==> src/shared/ofc_pkg.sv <==
// Constants, register map and state types for the output permission and fault chain block.
// Assumes a single 10 MHz system clock and a simple strobed register port.
package ofc_pkg;

  // Clock and time base
  localparam int unsigned CLK_HZ          = 10_000_000;
  localparam int unsigned TICK_TIME_MS    = 1;
  localparam int unsigned TICK_CYCLES     = CLK_HZ / 1000 * TICK_TIME_MS;
  // Alarm blink at 1/2 Hz: full period in milliseconds, toggled every half period
  localparam int unsigned BLINK_PERIOD_MS = 2000;
  localparam int unsigned BLINK_HALF_MS   = BLINK_PERIOD_MS / 2;
  localparam int unsigned BLINK_W         = 10;
  localparam logic [BLINK_W-1:0] BLINK_LAST = BLINK_W'(BLINK_HALF_MS - 1);

  // Register port
  localparam int unsigned ADDR_W = 8;
  localparam int unsigned DATA_W = 32;
  localparam logic [ADDR_W-1:0] OFS_CTRL    = 8'h00;
  localparam logic [ADDR_W-1:0] OFS_SGDELAY = 8'h04;
  localparam logic [ADDR_W-1:0] OFS_STATUS  = 8'h08;

  // Control register fields
  localparam int unsigned CTRL_W        = 7;
  localparam int unsigned CTRL_OUT_ON   = 0;
  localparam int unsigned CTRL_AUTO     = 1;
  localparam int unsigned CTRL_ILK_EN   = 2;
  localparam int unsigned CTRL_PMT_EN   = 3;
  localparam int unsigned CTRL_PMT_INV  = 4;
  localparam int unsigned CTRL_AUX1     = 5;
  localparam int unsigned CTRL_AUX2     = 6;
  localparam logic [CTRL_W-1:0] CTRL_RST = 7'h00;

  // Supply-good delay register, in milliseconds
  localparam int unsigned SGD_W = 16;
  localparam logic [SGD_W-1:0] SGD_RST = 16'h0000;

  // Status register fields
  localparam int unsigned ST_OUT_ON   = 0;
  localparam int unsigned ST_ARMED    = 1;
  localparam int unsigned ST_CHAIN    = 2;
  localparam int unsigned ST_ILK      = 3;
  localparam int unsigned ST_PMT      = 4;
  localparam int unsigned ST_INTERNAL = 5;
  localparam int unsigned ST_SG_GOOD  = 6;
  localparam int unsigned ST_MSG_LO   = 8;

  // Display message codes
  localparam int unsigned MSG_W = 3;
  typedef enum logic [MSG_W-1:0] {
    MSG_READINGS  = 3'h0,
    MSG_OUT_OFF   = 3'h1,
    MSG_INTERNAL  = 3'h2,
    MSG_SHUTOFF   = 3'h3,
    MSG_INTERLOCK = 3'h4,
    MSG_PERMIT    = 3'h5
  } ofc_msg_t;

  // Output state machine, one-hot
  typedef enum logic [2:0] {
    S_OFF   = 3'h1,
    S_ON    = 3'h2,
    S_FAULT = 3'h4
  } ofc_state_t;

  typedef struct packed {
    ofc_state_t         st;
    logic [CTRL_W-1:0]  ctrl;
    logic [SGD_W-1:0]   sg_delay;
    logic [SGD_W-1:0]   sg_cnt;
    logic               chain_prev;
    logic               armed;
    logic [BLINK_W-1:0] blink_cnt;
    logic               blink;
    logic [DATA_W-1:0]  rdata;
    logic               out_on;
    logic               chain_out;
    logic               sg_oe;
    logic               alarm;
    ofc_msg_t           msg;
    logic [1:0]         aux_oe;
  } ofc_regs_t;

endpackage : ofc_pkg
==> src/hw/ofc_tick.sv <==
// Free-running divider that emits a one-cycle tick every DIV enabled clocks.
// Assumes the caller gates it with the shared clock enable.
`timescale 1ns/1ps
module ofc_tick #(
  parameter int unsigned DIV = 10000
) (
  input  wire logic sys_clk,  // System clock
  input  wire logic reset,    // Asynchronous reset, active high
  input  wire logic ce,       // Clock enable
  output logic      tick      // One-cycle pulse
);

  localparam int unsigned CW = (DIV > 1) ? $clog2(DIV) : 1;
  localparam logic [CW-1:0] LAST = CW'(DIV - 1);

  logic [CW-1:0] cnt_q;

  always_ff @(posedge sys_clk or posedge reset) begin
    if (reset) begin
      cnt_q <= '0;
      tick  <= 1'b0;
    end else if (ce) begin
      tick  <= (cnt_q == LAST);
      cnt_q <= (cnt_q == LAST) ? '0 : cnt_q + 1'b1;
    end
  end

endmodule : ofc_tick

==> src/hw/ofc_top.sv <==
// Output permission and fault chaining logic of a programmable supply.
// Assumes all pin inputs are synchronous to sys_clk and already debounced.
//
// Functional notes
// Internal fault drives chain output low, shows fault
// Upstream chain fault turns output off, shutoff message
// Recovery follows safe-start or auto-restart setting
// Safe-start stays off; auto-restart resumes setting
// Chain input armed by first falling edge
// Auto-restart powers up on despite low chain
// Chain input disarmed by off, power-off, faults
// Armed chain level gates output, chain, supply-good
// Interlock switchable; open input forces output off
// Interlock trip: off, message, blinking alarm
// Interlock clear: safe-start off, auto-restart resumes
// Controller cycles interlock/permit after protection trips
// Permit function switchable, default off
// Permit polarity selects which level trips
// Permit trip: off, message, blinking alarm
// Permit clear: safe-start off, auto-restart resumes
// Aux outputs: off pulls low, on releases
// Supply-good released on fault or off
// Delay postpones only supply-good turn-on edge
// Output permitted only when no shutdown source
// Normal running: alarm off, readings displayed
`timescale 1ns/1ps
module ofc_top
  import ofc_pkg::*;
#(
  parameter int unsigned TICK_DIV = TICK_CYCLES,  // Cycles per millisecond tick
  parameter int unsigned N_FAULTS = 4             // Number of internal fault sources
) (
  input  wire logic                sys_clk,          // System clock, 10 MHz
  input  wire logic                reset,            // Asynchronous reset, active high
  input  wire logic                ce,               // Clock enable, freezes state when low
  input  wire logic [ADDR_W-1:0]   reg_addr,         // Register byte address
  input  wire logic [DATA_W-1:0]   reg_wdata,        // Register write data
  input  wire logic                reg_wr,           // Write strobe
  input  wire logic                reg_rd,           // Read strobe
  output logic      [DATA_W-1:0]   reg_rdata,        // Read data, cycle after strobe
  input  wire logic                chain_in,         // Chain shutdown input, low is shutoff
  input  wire logic                interlock_in,     // Interlock input, high is open
  input  wire logic                output_permit_in, // Permit input level
  input  wire logic [N_FAULTS-1:0] internal_fault_in,// Internal fault levels, high is fault
  input  wire logic                power_off_evt,    // Power switch-off event pulse
  output logic                     output_on_out,    // Power stage enable
  output logic                     chain_out,        // Chain fault output, low on fault
  output logic                     supply_good_oe,   // Supply-good pull-down, high means pin low
  output logic                     alarm_led_out,    // Red alarm indicator
  output logic      [MSG_W-1:0]    display_msg_out,  // Display message code
  output logic      [1:0]          aux_oe            // Aux pull-downs, high means pin low
);

  ofc_regs_t q;
  ofc_regs_t d;
  logic      ms_tick;

  // Millisecond time base shared by blink and supply-good delay
  ofc_tick #(
    .DIV (TICK_DIV)
  ) u_tick (
    .sys_clk (sys_clk),
    .reset   (reset),
    .ce      (ce),
    .tick    (ms_tick)
  );

  // Decoded register accesses
  logic wr_ctrl;
  logic wr_sgd;
  assign wr_ctrl = reg_wr && (reg_addr == OFS_CTRL);
  assign wr_sgd  = reg_wr && (reg_addr == OFS_SGDELAY);

  // Shutdown sources
  logic chain_fall;
  logic chain_trip;
  logic ilk_trip;
  logic pmt_trip;
  logic int_fault;
  logic other_fault;
  logic any_fault;
  logic off_cmd;
  logic sg_expired;

  // falling edge of the chain input
  assign chain_fall = q.chain_prev && !chain_in;

  // armed chain input low means shutoff
  assign chain_trip = q.armed && !chain_in;

  // interlock open or high trips when enabled
  assign ilk_trip = q.ctrl[CTRL_ILK_EN] && interlock_in;

  // permit level ignored while the function is off
  // polarity flips which level trips
  assign pmt_trip = q.ctrl[CTRL_PMT_EN] && (output_permit_in ^ q.ctrl[CTRL_PMT_INV]);

  assign int_fault   = |internal_fault_in;
  assign other_fault = int_fault || ilk_trip || pmt_trip;

  // any enabled source requests output off
  assign any_fault = other_fault || chain_trip;

  // Output-off command: software clears the on bit that was set
  assign off_cmd = wr_ctrl && q.ctrl[CTRL_OUT_ON] && !reg_wdata[CTRL_OUT_ON];

  assign sg_expired = (q.sg_cnt >= q.sg_delay);

  always_comb begin
    d = q;

    // Register writes
    if (wr_ctrl) begin
      d.ctrl = reg_wdata[CTRL_W-1:0];
    end
    if (wr_sgd) begin
      d.sg_delay = reg_wdata[SGD_W-1:0];
    end

    // Chain arming; the disarm events outrank a coincident edge
    d.chain_prev = chain_in;
    // off command, power switch-off and faults disarm
    if (off_cmd || power_off_evt || other_fault) begin
      d.armed = 1'b0;
    // arm only after a falling edge
    end else if (chain_fall) begin
      d.armed = 1'b1;
    end

    // Power switch-off also drops the stored on setting
    if (power_off_evt) begin
      d.ctrl[CTRL_OUT_ON] = 1'b0;
    end

    // Output state machine
    case (q.st)
      S_OFF: begin
        // at power-up the chain is unarmed, so a low level cannot block
        if (d.ctrl[CTRL_OUT_ON] && !any_fault) begin
          d.st = S_ON;
        end
      end
      S_ON: begin
        // chain trip shuts the output off
        if (any_fault) begin
          d.st = S_FAULT;
          // safe-start forgets the on setting
          if (!q.ctrl[CTRL_AUTO] && !wr_ctrl) begin
            d.ctrl[CTRL_OUT_ON] = 1'b0;
          end
        end else if (!d.ctrl[CTRL_OUT_ON]) begin
          d.st = S_OFF;
        end
      end
      S_FAULT: begin
        // recover according to start mode
        // interlock clear follows the same path
        // permit clear follows the same path
        if (!any_fault) begin
          d.st = d.ctrl[CTRL_OUT_ON] ? S_ON : S_OFF;
        end
      end
      default: begin
        d.st = S_OFF;
      end
    endcase

    // delay counts only while the output is on and clean
    if (q.st != S_ON || any_fault) begin
      d.sg_cnt = '0;
    end else if (ms_tick && !sg_expired) begin
      d.sg_cnt = q.sg_cnt + 1'b1;
    end

    // Blink phase runs freely; a fixed phase keeps chained units in step visually
    if (ms_tick) begin
      if (q.blink_cnt == BLINK_LAST) begin
        d.blink_cnt = '0;
        d.blink     = !q.blink;
      end else begin
        d.blink_cnt = q.blink_cnt + 1'b1;
      end
    end

    // Registered outputs
    d.out_on = (d.st == S_ON);

    // internal fault pulls the chain line low
    // chain trip also propagates downstream
    d.chain_out = !any_fault;

    // released on fault or off
    // pull-down waits for the delay; release is immediate
    // Next state used so the release lands with the output turn-off edge
    d.sg_oe = (d.st == S_ON) && !any_fault && sg_expired;

    // interlock trip blinks the alarm
    // permit trip blinks the alarm
    // alarm dark with no fault
    d.alarm = any_fault && q.blink;

    // internal fault message has top priority
    // shutoff message for chain trip
    // interlock message
    // permit message
    // readings while running normally
    if (int_fault) begin
      d.msg = MSG_INTERNAL;
    end else if (chain_trip) begin
      d.msg = MSG_SHUTOFF;
    end else if (ilk_trip) begin
      d.msg = MSG_INTERLOCK;
    end else if (pmt_trip) begin
      d.msg = MSG_PERMIT;
    end else if (d.st == S_ON) begin
      d.msg = MSG_READINGS;
    end else begin
      d.msg = MSG_OUT_OFF;
    end

    // setting off pulls the pin low, on releases it
    d.aux_oe[0] = !d.ctrl[CTRL_AUX1];
    d.aux_oe[1] = !d.ctrl[CTRL_AUX2];

    // Read data stands only in the cycle after the strobe
    d.rdata = '0;
    if (reg_rd) begin
      case (reg_addr)
        OFS_CTRL: begin
          d.rdata[CTRL_W-1:0] = q.ctrl;
        end
        OFS_SGDELAY: begin
          d.rdata[SGD_W-1:0] = q.sg_delay;
        end
        OFS_STATUS: begin
          d.rdata[ST_OUT_ON]                   = q.out_on;
          d.rdata[ST_ARMED]                    = q.armed;
          d.rdata[ST_CHAIN]                    = chain_trip;
          d.rdata[ST_ILK]                      = ilk_trip;
          d.rdata[ST_PMT]                      = pmt_trip;
          d.rdata[ST_INTERNAL]                 = int_fault;
          d.rdata[ST_SG_GOOD]                  = q.sg_oe;
          d.rdata[ST_MSG_LO+MSG_W-1:ST_MSG_LO] = q.msg;
        end
        default: begin
          d.rdata = '0;
        end
      endcase
    end
  end

  always_ff @(posedge sys_clk or posedge reset) begin
    if (reset) begin
      q.st         <= S_OFF;
      q.ctrl       <= CTRL_RST;
      q.sg_delay   <= SGD_RST;
      q.sg_cnt     <= '0;
      q.chain_prev <= 1'b0;
      q.armed      <= 1'b0;
      q.blink_cnt  <= '0;
      q.blink      <= 1'b0;
      q.rdata      <= '0;
      q.out_on     <= 1'b0;
      q.chain_out  <= 1'b1;
      q.sg_oe      <= 1'b0;
      q.alarm      <= 1'b0;
      q.msg        <= MSG_OUT_OFF;
      q.aux_oe     <= 2'h3;
    end else if (ce) begin
      q <= d;
    end
  end

  assign reg_rdata       = q.rdata;
  assign output_on_out   = q.out_on;
  assign chain_out       = q.chain_out;
  assign supply_good_oe  = q.sg_oe;
  assign alarm_led_out   = q.alarm;
  assign display_msg_out = q.msg;
  assign aux_oe          = q.aux_oe;

endmodule : ofc_top

==> config.mk <==
export PLATFORM = sky130hd
export DESIGN_NAME = ofc_top
export DESIGN_NICKNAME = d
export VERILOG_FILES = /design/src/shared/ofc_pkg.sv /design/src/hw/ofc_tick.sv /design/src/hw/ofc_top.sv
export SDC_FILE = /design/constraint.sdc
export NUM_CORES = 1
export LEC_CHECK = 0
export BUFFER_PORTS_ARGS = -buffer_cell sky130_fd_sc_hd__buf_2
export CAP_MARGIN = 25
export CORE_MARGIN = 3
export CORE_UTILIZATION = 28
export DETAILED_ROUTE_END_ITERATION = 6
export RECOVER_POWER = 50
export SLEW_MARGIN = 20
export SYNTH_ARGS = -nofsm -noshare
export SYNTH_HDL_FRONTEND = slang
export SYNTH_SLANG_ARGS = --single-unit
==> constraint.sdc <==
create_clock -name sys_clk -period 6.1 [get_ports sys_clk]
set_input_delay 0.915 -clock sys_clk [delete_from_list [all_inputs] [get_ports sys_clk]]
set_output_delay 0.915 -clock sys_clk [all_outputs]
set_load 0.01 [all_outputs]
==> results of run 1 <==
==> cell families (layout without fill, tap and decap cells) <==
| kind of cell | after synthesis | in the layout | share of synthesized area [%] |
|---|---|---|---|
| AOI/OAI and AO/OA | 98 | 98 | 13.2 |
| xor gates and xnor gates | 24 | 24 | 4.06 |
| adders and majority gates | 19 | 19 | 4.60 |
| buffers and inverters | 80 | 103 | 8.81 |
| DFF | 95 | 95 | 46.1 |
| muxes | 38 | 38 | 7.98 |
| other | 1 | 16 | 0.0725 |
| and+or+nand+nor | 147 | 147 | 15.2 |
==> through the flow <==
step	instances	instance area, sq um
3_5_place_dp	753	5480
6_report	769	5770
4_1_cts	769	5800
3_3_place_gp	753	5480
5_1_grt	769	5770
2_1_floorplan	517	5230
==> synth_stat cells, drive strengths merged (6+ instances only) <==
master	n	area, sq um
nand2	34	128
mux2	26	293
nor3	7	40.0
ha	19	238
o2bb2ai	13	114
o31ai	7	52.6
nor2	31	116
or4	10	82.6
xnor2	14	123
dfrtp	90	2250
buf	43	317
clkbuf	13	48.8
inv	24	90.1
nand3	13	65.1
mux2i	12	120
o21ai	17	88.8
nor2b	6	37.5
a22o	6	52.6
a21oi	33	169
or3	9	56.3
xor2	10	87.6
and3	13	81.3
==> critical path: cells and delay by family <==
| family | cells | cell delay, ns |
|---|---|---|
| and+or+nand+nor | 1 | 0.99 |
| AOI/OAI and AO/OA | 1 | 0.09 |
| buffers and inverters | 2 | 1.73 |
==> path summary, 6_finish.rpt <==
path                       start         endpoint  slack (ns)
max                           ce            q[66]        2.54
max reg2reg                q[69]            q[67]        3.56
min                        q[41]            q[41]        0.47
min reg2reg                q[41]            q[41]        0.47
max in group asynchronous  reset            q[83]        3.59
min in group asynchronous  reset  u_tick.cnt_q[7]        1.06
==> power groups by stage <==
| stage | Clock [mW] | Combinational [mW] | Sequential [mW] |
|---|---|---|---|
| after floorplan | 0 | 0.105 | 0.693 |
| after global placement | 0 | 0.131 | 0.700 |
| after detailed placement | 0 | 0.133 | 0.700 |
| after CTS | 0.644 | 0.133 | 0.688 |
| after global routing | 0.669 | 0.148 | 0.693 |
| final | 0.625 | 0.130 | 0.689 |
==> state kept, by name (all words and copies together) (netlist names) <==
register         count
u_tick.tick          1
display_msg_out      3
output_on_out        1
aux_oe               2
supply_good_oe       1
alarm_led_out        1
chain_out            1
reg_rdata           16
q                   55
u_tick.cnt_q        14
==> area by class of cell <==
type / instances / share of cell area (%)
Multi-Input combinational cell: 342 / 41.5
Clock buffer: 11 / 4.20
Inverter: 24 / 1.58
Timing Repair Buffer: 63 / 5.07
Clock inverter: 5 / 1.41
Tap cell: 229 / 4.96
Sequential cell: 95 / 41.3
==> layer usage <==
layer	track usage, %	share of wire [%]	vias up	wire, um
li1	-	-	1803	-
met3	3.47	4.4	9	495
met2	17.4	45	65	5070
met5	0	0	-	0
met1	15.9	49	1775	5470
met4	2.88	1.0	0	117
==> flow_metrics.tcl, run 1 <==
set metrics [dict create \
    final_cell_mix "dfrtp_1 (90), buf_2 (39), nand2_1 (34)" \
    clockRootBuffer "clkbuf_16" \
    seqPwrFrac_pct 47.7 \
    cp.arrival_ns 3.74 \
    critical_path_class "input port to flop" \
    hold_depth 1 \
    hold_ws_ns 0.474 \
    fillers 1903 \
    grt_pass1_vias 3481 \
    maxSlewHeadroom_pct -33.1 \
    layout-drive-gt1-share_pct 15.7 \
    synth_seq_cells 95 \
    finClkSkew_ns 0.00895 \
    core_sq_um 18000 \
    hold_buffers 0 \
    leakage_nw 2.55 \
    syn2layout_area_growth_pct 11.6 \
    power_mw 1.44 \
    p_switching_uw 361 \
    fin_crit_sh_pct 58.4 \
    drtIter0Drc 164 \
    grt.total_usage_pct 11.4 \
    dp_slack_ns 2.66 \
    grt-ovfl-total 0 \
    fp.dieH_um 142 \
    clk_pin_slew_worst_paths_ns 0.07 \
    fin_ws_ns 2.54 \
    run_status "complete, but fails checks" \
    synth_ff_type "dfrtp_1" \
    synth_area_per_cell_sq_um 10.3 \
    fmax_mhz 281 \
    antenna_found_initial 0 \
    h-tree-depth 3 \
    cts_tree "built" \
    ios 94 \
    yosysUniqueCellTypes 60 \
    slew_viol_final 45 \
    gp_congestion 0.747 \
    dieWidth_um 142 \
    path_cells "clkbuf_1 -> inv_1 -> nor2_1 -> a21oi_1" \
    post-dp-hpwl_mm 7.94 \
    cap_violations 1 \
    drc 0 \
    grt_pass1_wl_mm 18.5 \
    worstPathMaxFanout 28 \
    num_rows 49 \
    ys_seq_area_share_pct 46.1 \
    pwr-share-clk_pct 43.3 \
    required_ns 6.28 \
    p_int_mw 1.08 \
    synthesis.area_sq_um 5170 \
    grt_max_degree 53 \
    insertion_delay_ns 0.35 \
    combPwrFrac_pct 9.0 \
    wl_per_cell_um 14.5 \
    num_vias 3652 \
    clk_path_buf_depth 2 \
    tns_ns 0 \
    seqCellArea_sq_um 2380 \
    swShare_pct 25.0 \
    ir_drop_uv 130 \
    yosys_warnings 0 \
    cp-end-kind "flop" \
    post-cts-setup-buffers 0 \
    fin_util_pct 32.0 \
    hold_class "flop to flop" \
    cpPeakStageDelay_ns 0.99 \
    async_reset_ff_share_pct 100 \
    clock-sinks 95 \
    setup_viol 0 \
    dieArea_sq_um 20100 \
    cp_slowest_cell "nor2_1" \
    fin_crit_ns 3.56 \
    firstDrtPassIters 4 \
    fin_nets 607 \
    cts-buffers-inserted 9 \
    postSynthCellCount 502 \
    ctsResizeCount 0 \
    reg2reg_depth 7 \
    worst_slew_pin_slew_ns 1.99 \
    via_per_inst 4.75 \
    numPortBuffers 61 \
    n_antenna_cell 0 \
    multiInputGateArea_sq_um 2400 \
    synth-edff-count 0 \
    violations "max-capacitance violations, max-slew violations" \
    cp-start-kind "input port" \
    initial_core_util_pct 28.7 \
    ant_nets 0 \
    routed_wl_mm 11.2 \
    cellPowerDensity_nw_per_um2 250 \
    rsz0062_at_grt "no" \
    finalHoldViolations 0 \
    final_common_cell "dfrtp_1" \
]
(Power assumes the default switching activity.)
==> inputs of run 2 (changes only) <==
- clock period: 6.1 -> 3.2 ns (I/O delays scaled with it)
==> run 2 against run 1 <==
Compared with the run above:
- die area is the same
- clock-buffer cell count grew 1
- sequential share of layout area shrank 0.30 points
- register-to-register slack lost 3.1 ns
- the flow still finishes with violations (max-capacitance violations, max-slew violations)
- hold slack lost 0.12 ns
- clock power grew 65%
- clock skew shrank 0.0019 ns
- core utilization grew 0.24 points
- via count grew 0.96%
==> flow_metrics.tcl, run 2 (synthesis results as in run 1) <==
set metrics [dict create \
    run_status "complete, but fails checks" \
    violations "max-capacitance violations, max-slew violations" \
    ir_drop_uv 227 \
    fin_crit_ns 2.72 \
    wl_per_cell_um 14.1 \
    finalHoldViolations 0 \
    dpl_cell_area_sq_um 5540 \
    cts-buffers-inserted 9 \
    cp-start-kind "flop" \
    num_vias 3687 \
    fmax_mhz 368 \
    cts_tree "built" \
    antenna_found_initial 0 \
    maxSlewHeadroom_pct -19.4 \
    clk_pin_slew_worst_paths_ns 0.06 \
    hp-start "reg_wdata[11]" \
    core_sq_um 18000 \
    finClkSkew_ns 0.00700 \
    fin_nets 614 \
    power_mw 2.61 \
    grt-ovfl-total 0 \
    regMostFlops "q" \
    grt_pass1_vias 3666 \
    grt_pass1_wl_mm 18.6 \
    firstDrtPassIters 4 \
    final_common_cell "dfrtp_1" \
    insertion_delay_ns 0.35 \
    required_ns 3.46 \
    hold_depth 2 \
    reg2reg_depth 9 \
    rsz0062_at_grt "no" \
    fin_crit_sh_pct 85.0 \
    hold_class "input port to flop" \
    final_cell_area_sq_um 5820 \
    grt.total_usage_pct 11.5 \
    min_to "q[81]" \
    grt_max_degree 57 \
    ctsResizeCount 0 \
    worst_slew_pin_slew_ns 1.78 \
    ant_nets 0 \
    slew_viol_final 40 \
    numPortBuffers 61 \
    gp_congestion 0.807 \
    setup_viol 0 \
    tns_ns 0 \
    leakage_nw 2.63 \
    clock-sinks 95 \
    worstPathMaxFanout 12 \
    dieArea_sq_um 20100 \
    syn2layout_area_growth_pct 12.5 \
    regToRegStartpoint "q[64]" \
    cp-end-kind "flop" \
    num_rows 49 \
    post-cts-setup-buffers 0 \
    routed_wl_mm 11.0 \
    drc 0 \
    dieWidth_um 142 \
    cap_violations 1 \
    initial_core_util_pct 28.7 \
    hold_buffers 0 \
    r2r_slack_ns 0.48 \
    fp.dieH_um 142 \
    critical_path_class "flop to flop" \
    h-tree-depth 3 \
    n_antenna_cell 0 \
    clockRootBuffer "clkbuf_16" \
    cellPowerDensity_nw_per_um2 448 \
    drtIter0Drc 180 \
    largest_reg_flops 55 \
    via_per_inst 4.75 \
    layout-drive-gt1-share_pct 19.7 \
    cp.arrival_ns 2.98 \
    final_cell_mix "dfrtp_1 (90), buf_2 (56), nand2_1 (34)" \
    regToRegEndpoint "q[65]" \
    clk_path_buf_depth 2 \
    ios 94 \
    post-dp-hpwl_mm 8.08 \
]
==> run 2: cell count changes in the layout (fill, tap and decap cells not counted), moves of 2 or more <==
cell / before / now
buf_4: 2 / 6
bufinv_16: 2 / 0
clkinv_4: 0 / 2
clkbuf_1: 23 / 7
buf_2: 39 / 56
==> run 2: final cells by class <==
class                   instances  area, sq um
well taps                     229          287
clock inverters                 4         30.0
repair buffers                 70          373
multi-input cells             342         2400
fillers                      1880        12200
flip-flops and latches         95         2380
inverters                      24         91.3
clock buffers                  12          256
==> run 2: how the worst max path moves through the flow <==
stage          start             to  depth (start not counted)
2_1_floorplan  reset  alarm_led_out                          1
3_3_place_gp   q[54]          q[69]                          9
3_5_place_dp   q[54]          q[69]                          9
4_1_cts        q[54]          q[65]                          9
5_1_grt        q[64]          q[69]                          9
6_report       q[64]          q[65]                          9
==> run 2: layer usage <==
metal | up-vias | routed length, um | global-route usage (%) | part of all wire, %
li1 | 1818 | - | - | -
met1 | 1778 | 5150 | 15.8 | 47
met2 | 78 | 5040 | 17.9 | 46
met3 | 13 | 604 | 2.73 | 5.5
met4 | 0 | 180 | 3.79 | 1.6
met5 | - | 0 | 0 | 0
==> run 2: stage by stage <==
stage / utilization [%] / std cells / worst slack, ns / hold slack, ns
2_1_floorplan: - / 517 / 0.251 / 0.442
4_1_cts: 32.3 / 775 / 0.417 / 0.188
3_5_place_dp: 30.7 / 759 / 0.477 / 0.457
5_1_grt: 32.3 / 776 / 0.275 / 0.349
3_3_place_gp: 30.7 / 759 / 0.506 / 0.461
6_report: 32.3 / 776 / 0.480 / 0.349
==> run 2: power breakdown <==
group	switching (mW)	internal, mW
Clock	0.461	0.571
Combinational	0.155	0.109
Sequential	0.0540	1.26
==> run 2: worst max-delay path, cell delays in order, from the launching register on <==
cell	delay (ns)
dfrtp_1	0.43
ha_1	0.33
a21o_1	0.19
a221oi_2	0.31
a21boi_1	0.22
a311oi_2	0.09
buf_4	0.22
buf_4	0.18
or4_1	0.50
a21oi_1	0.17
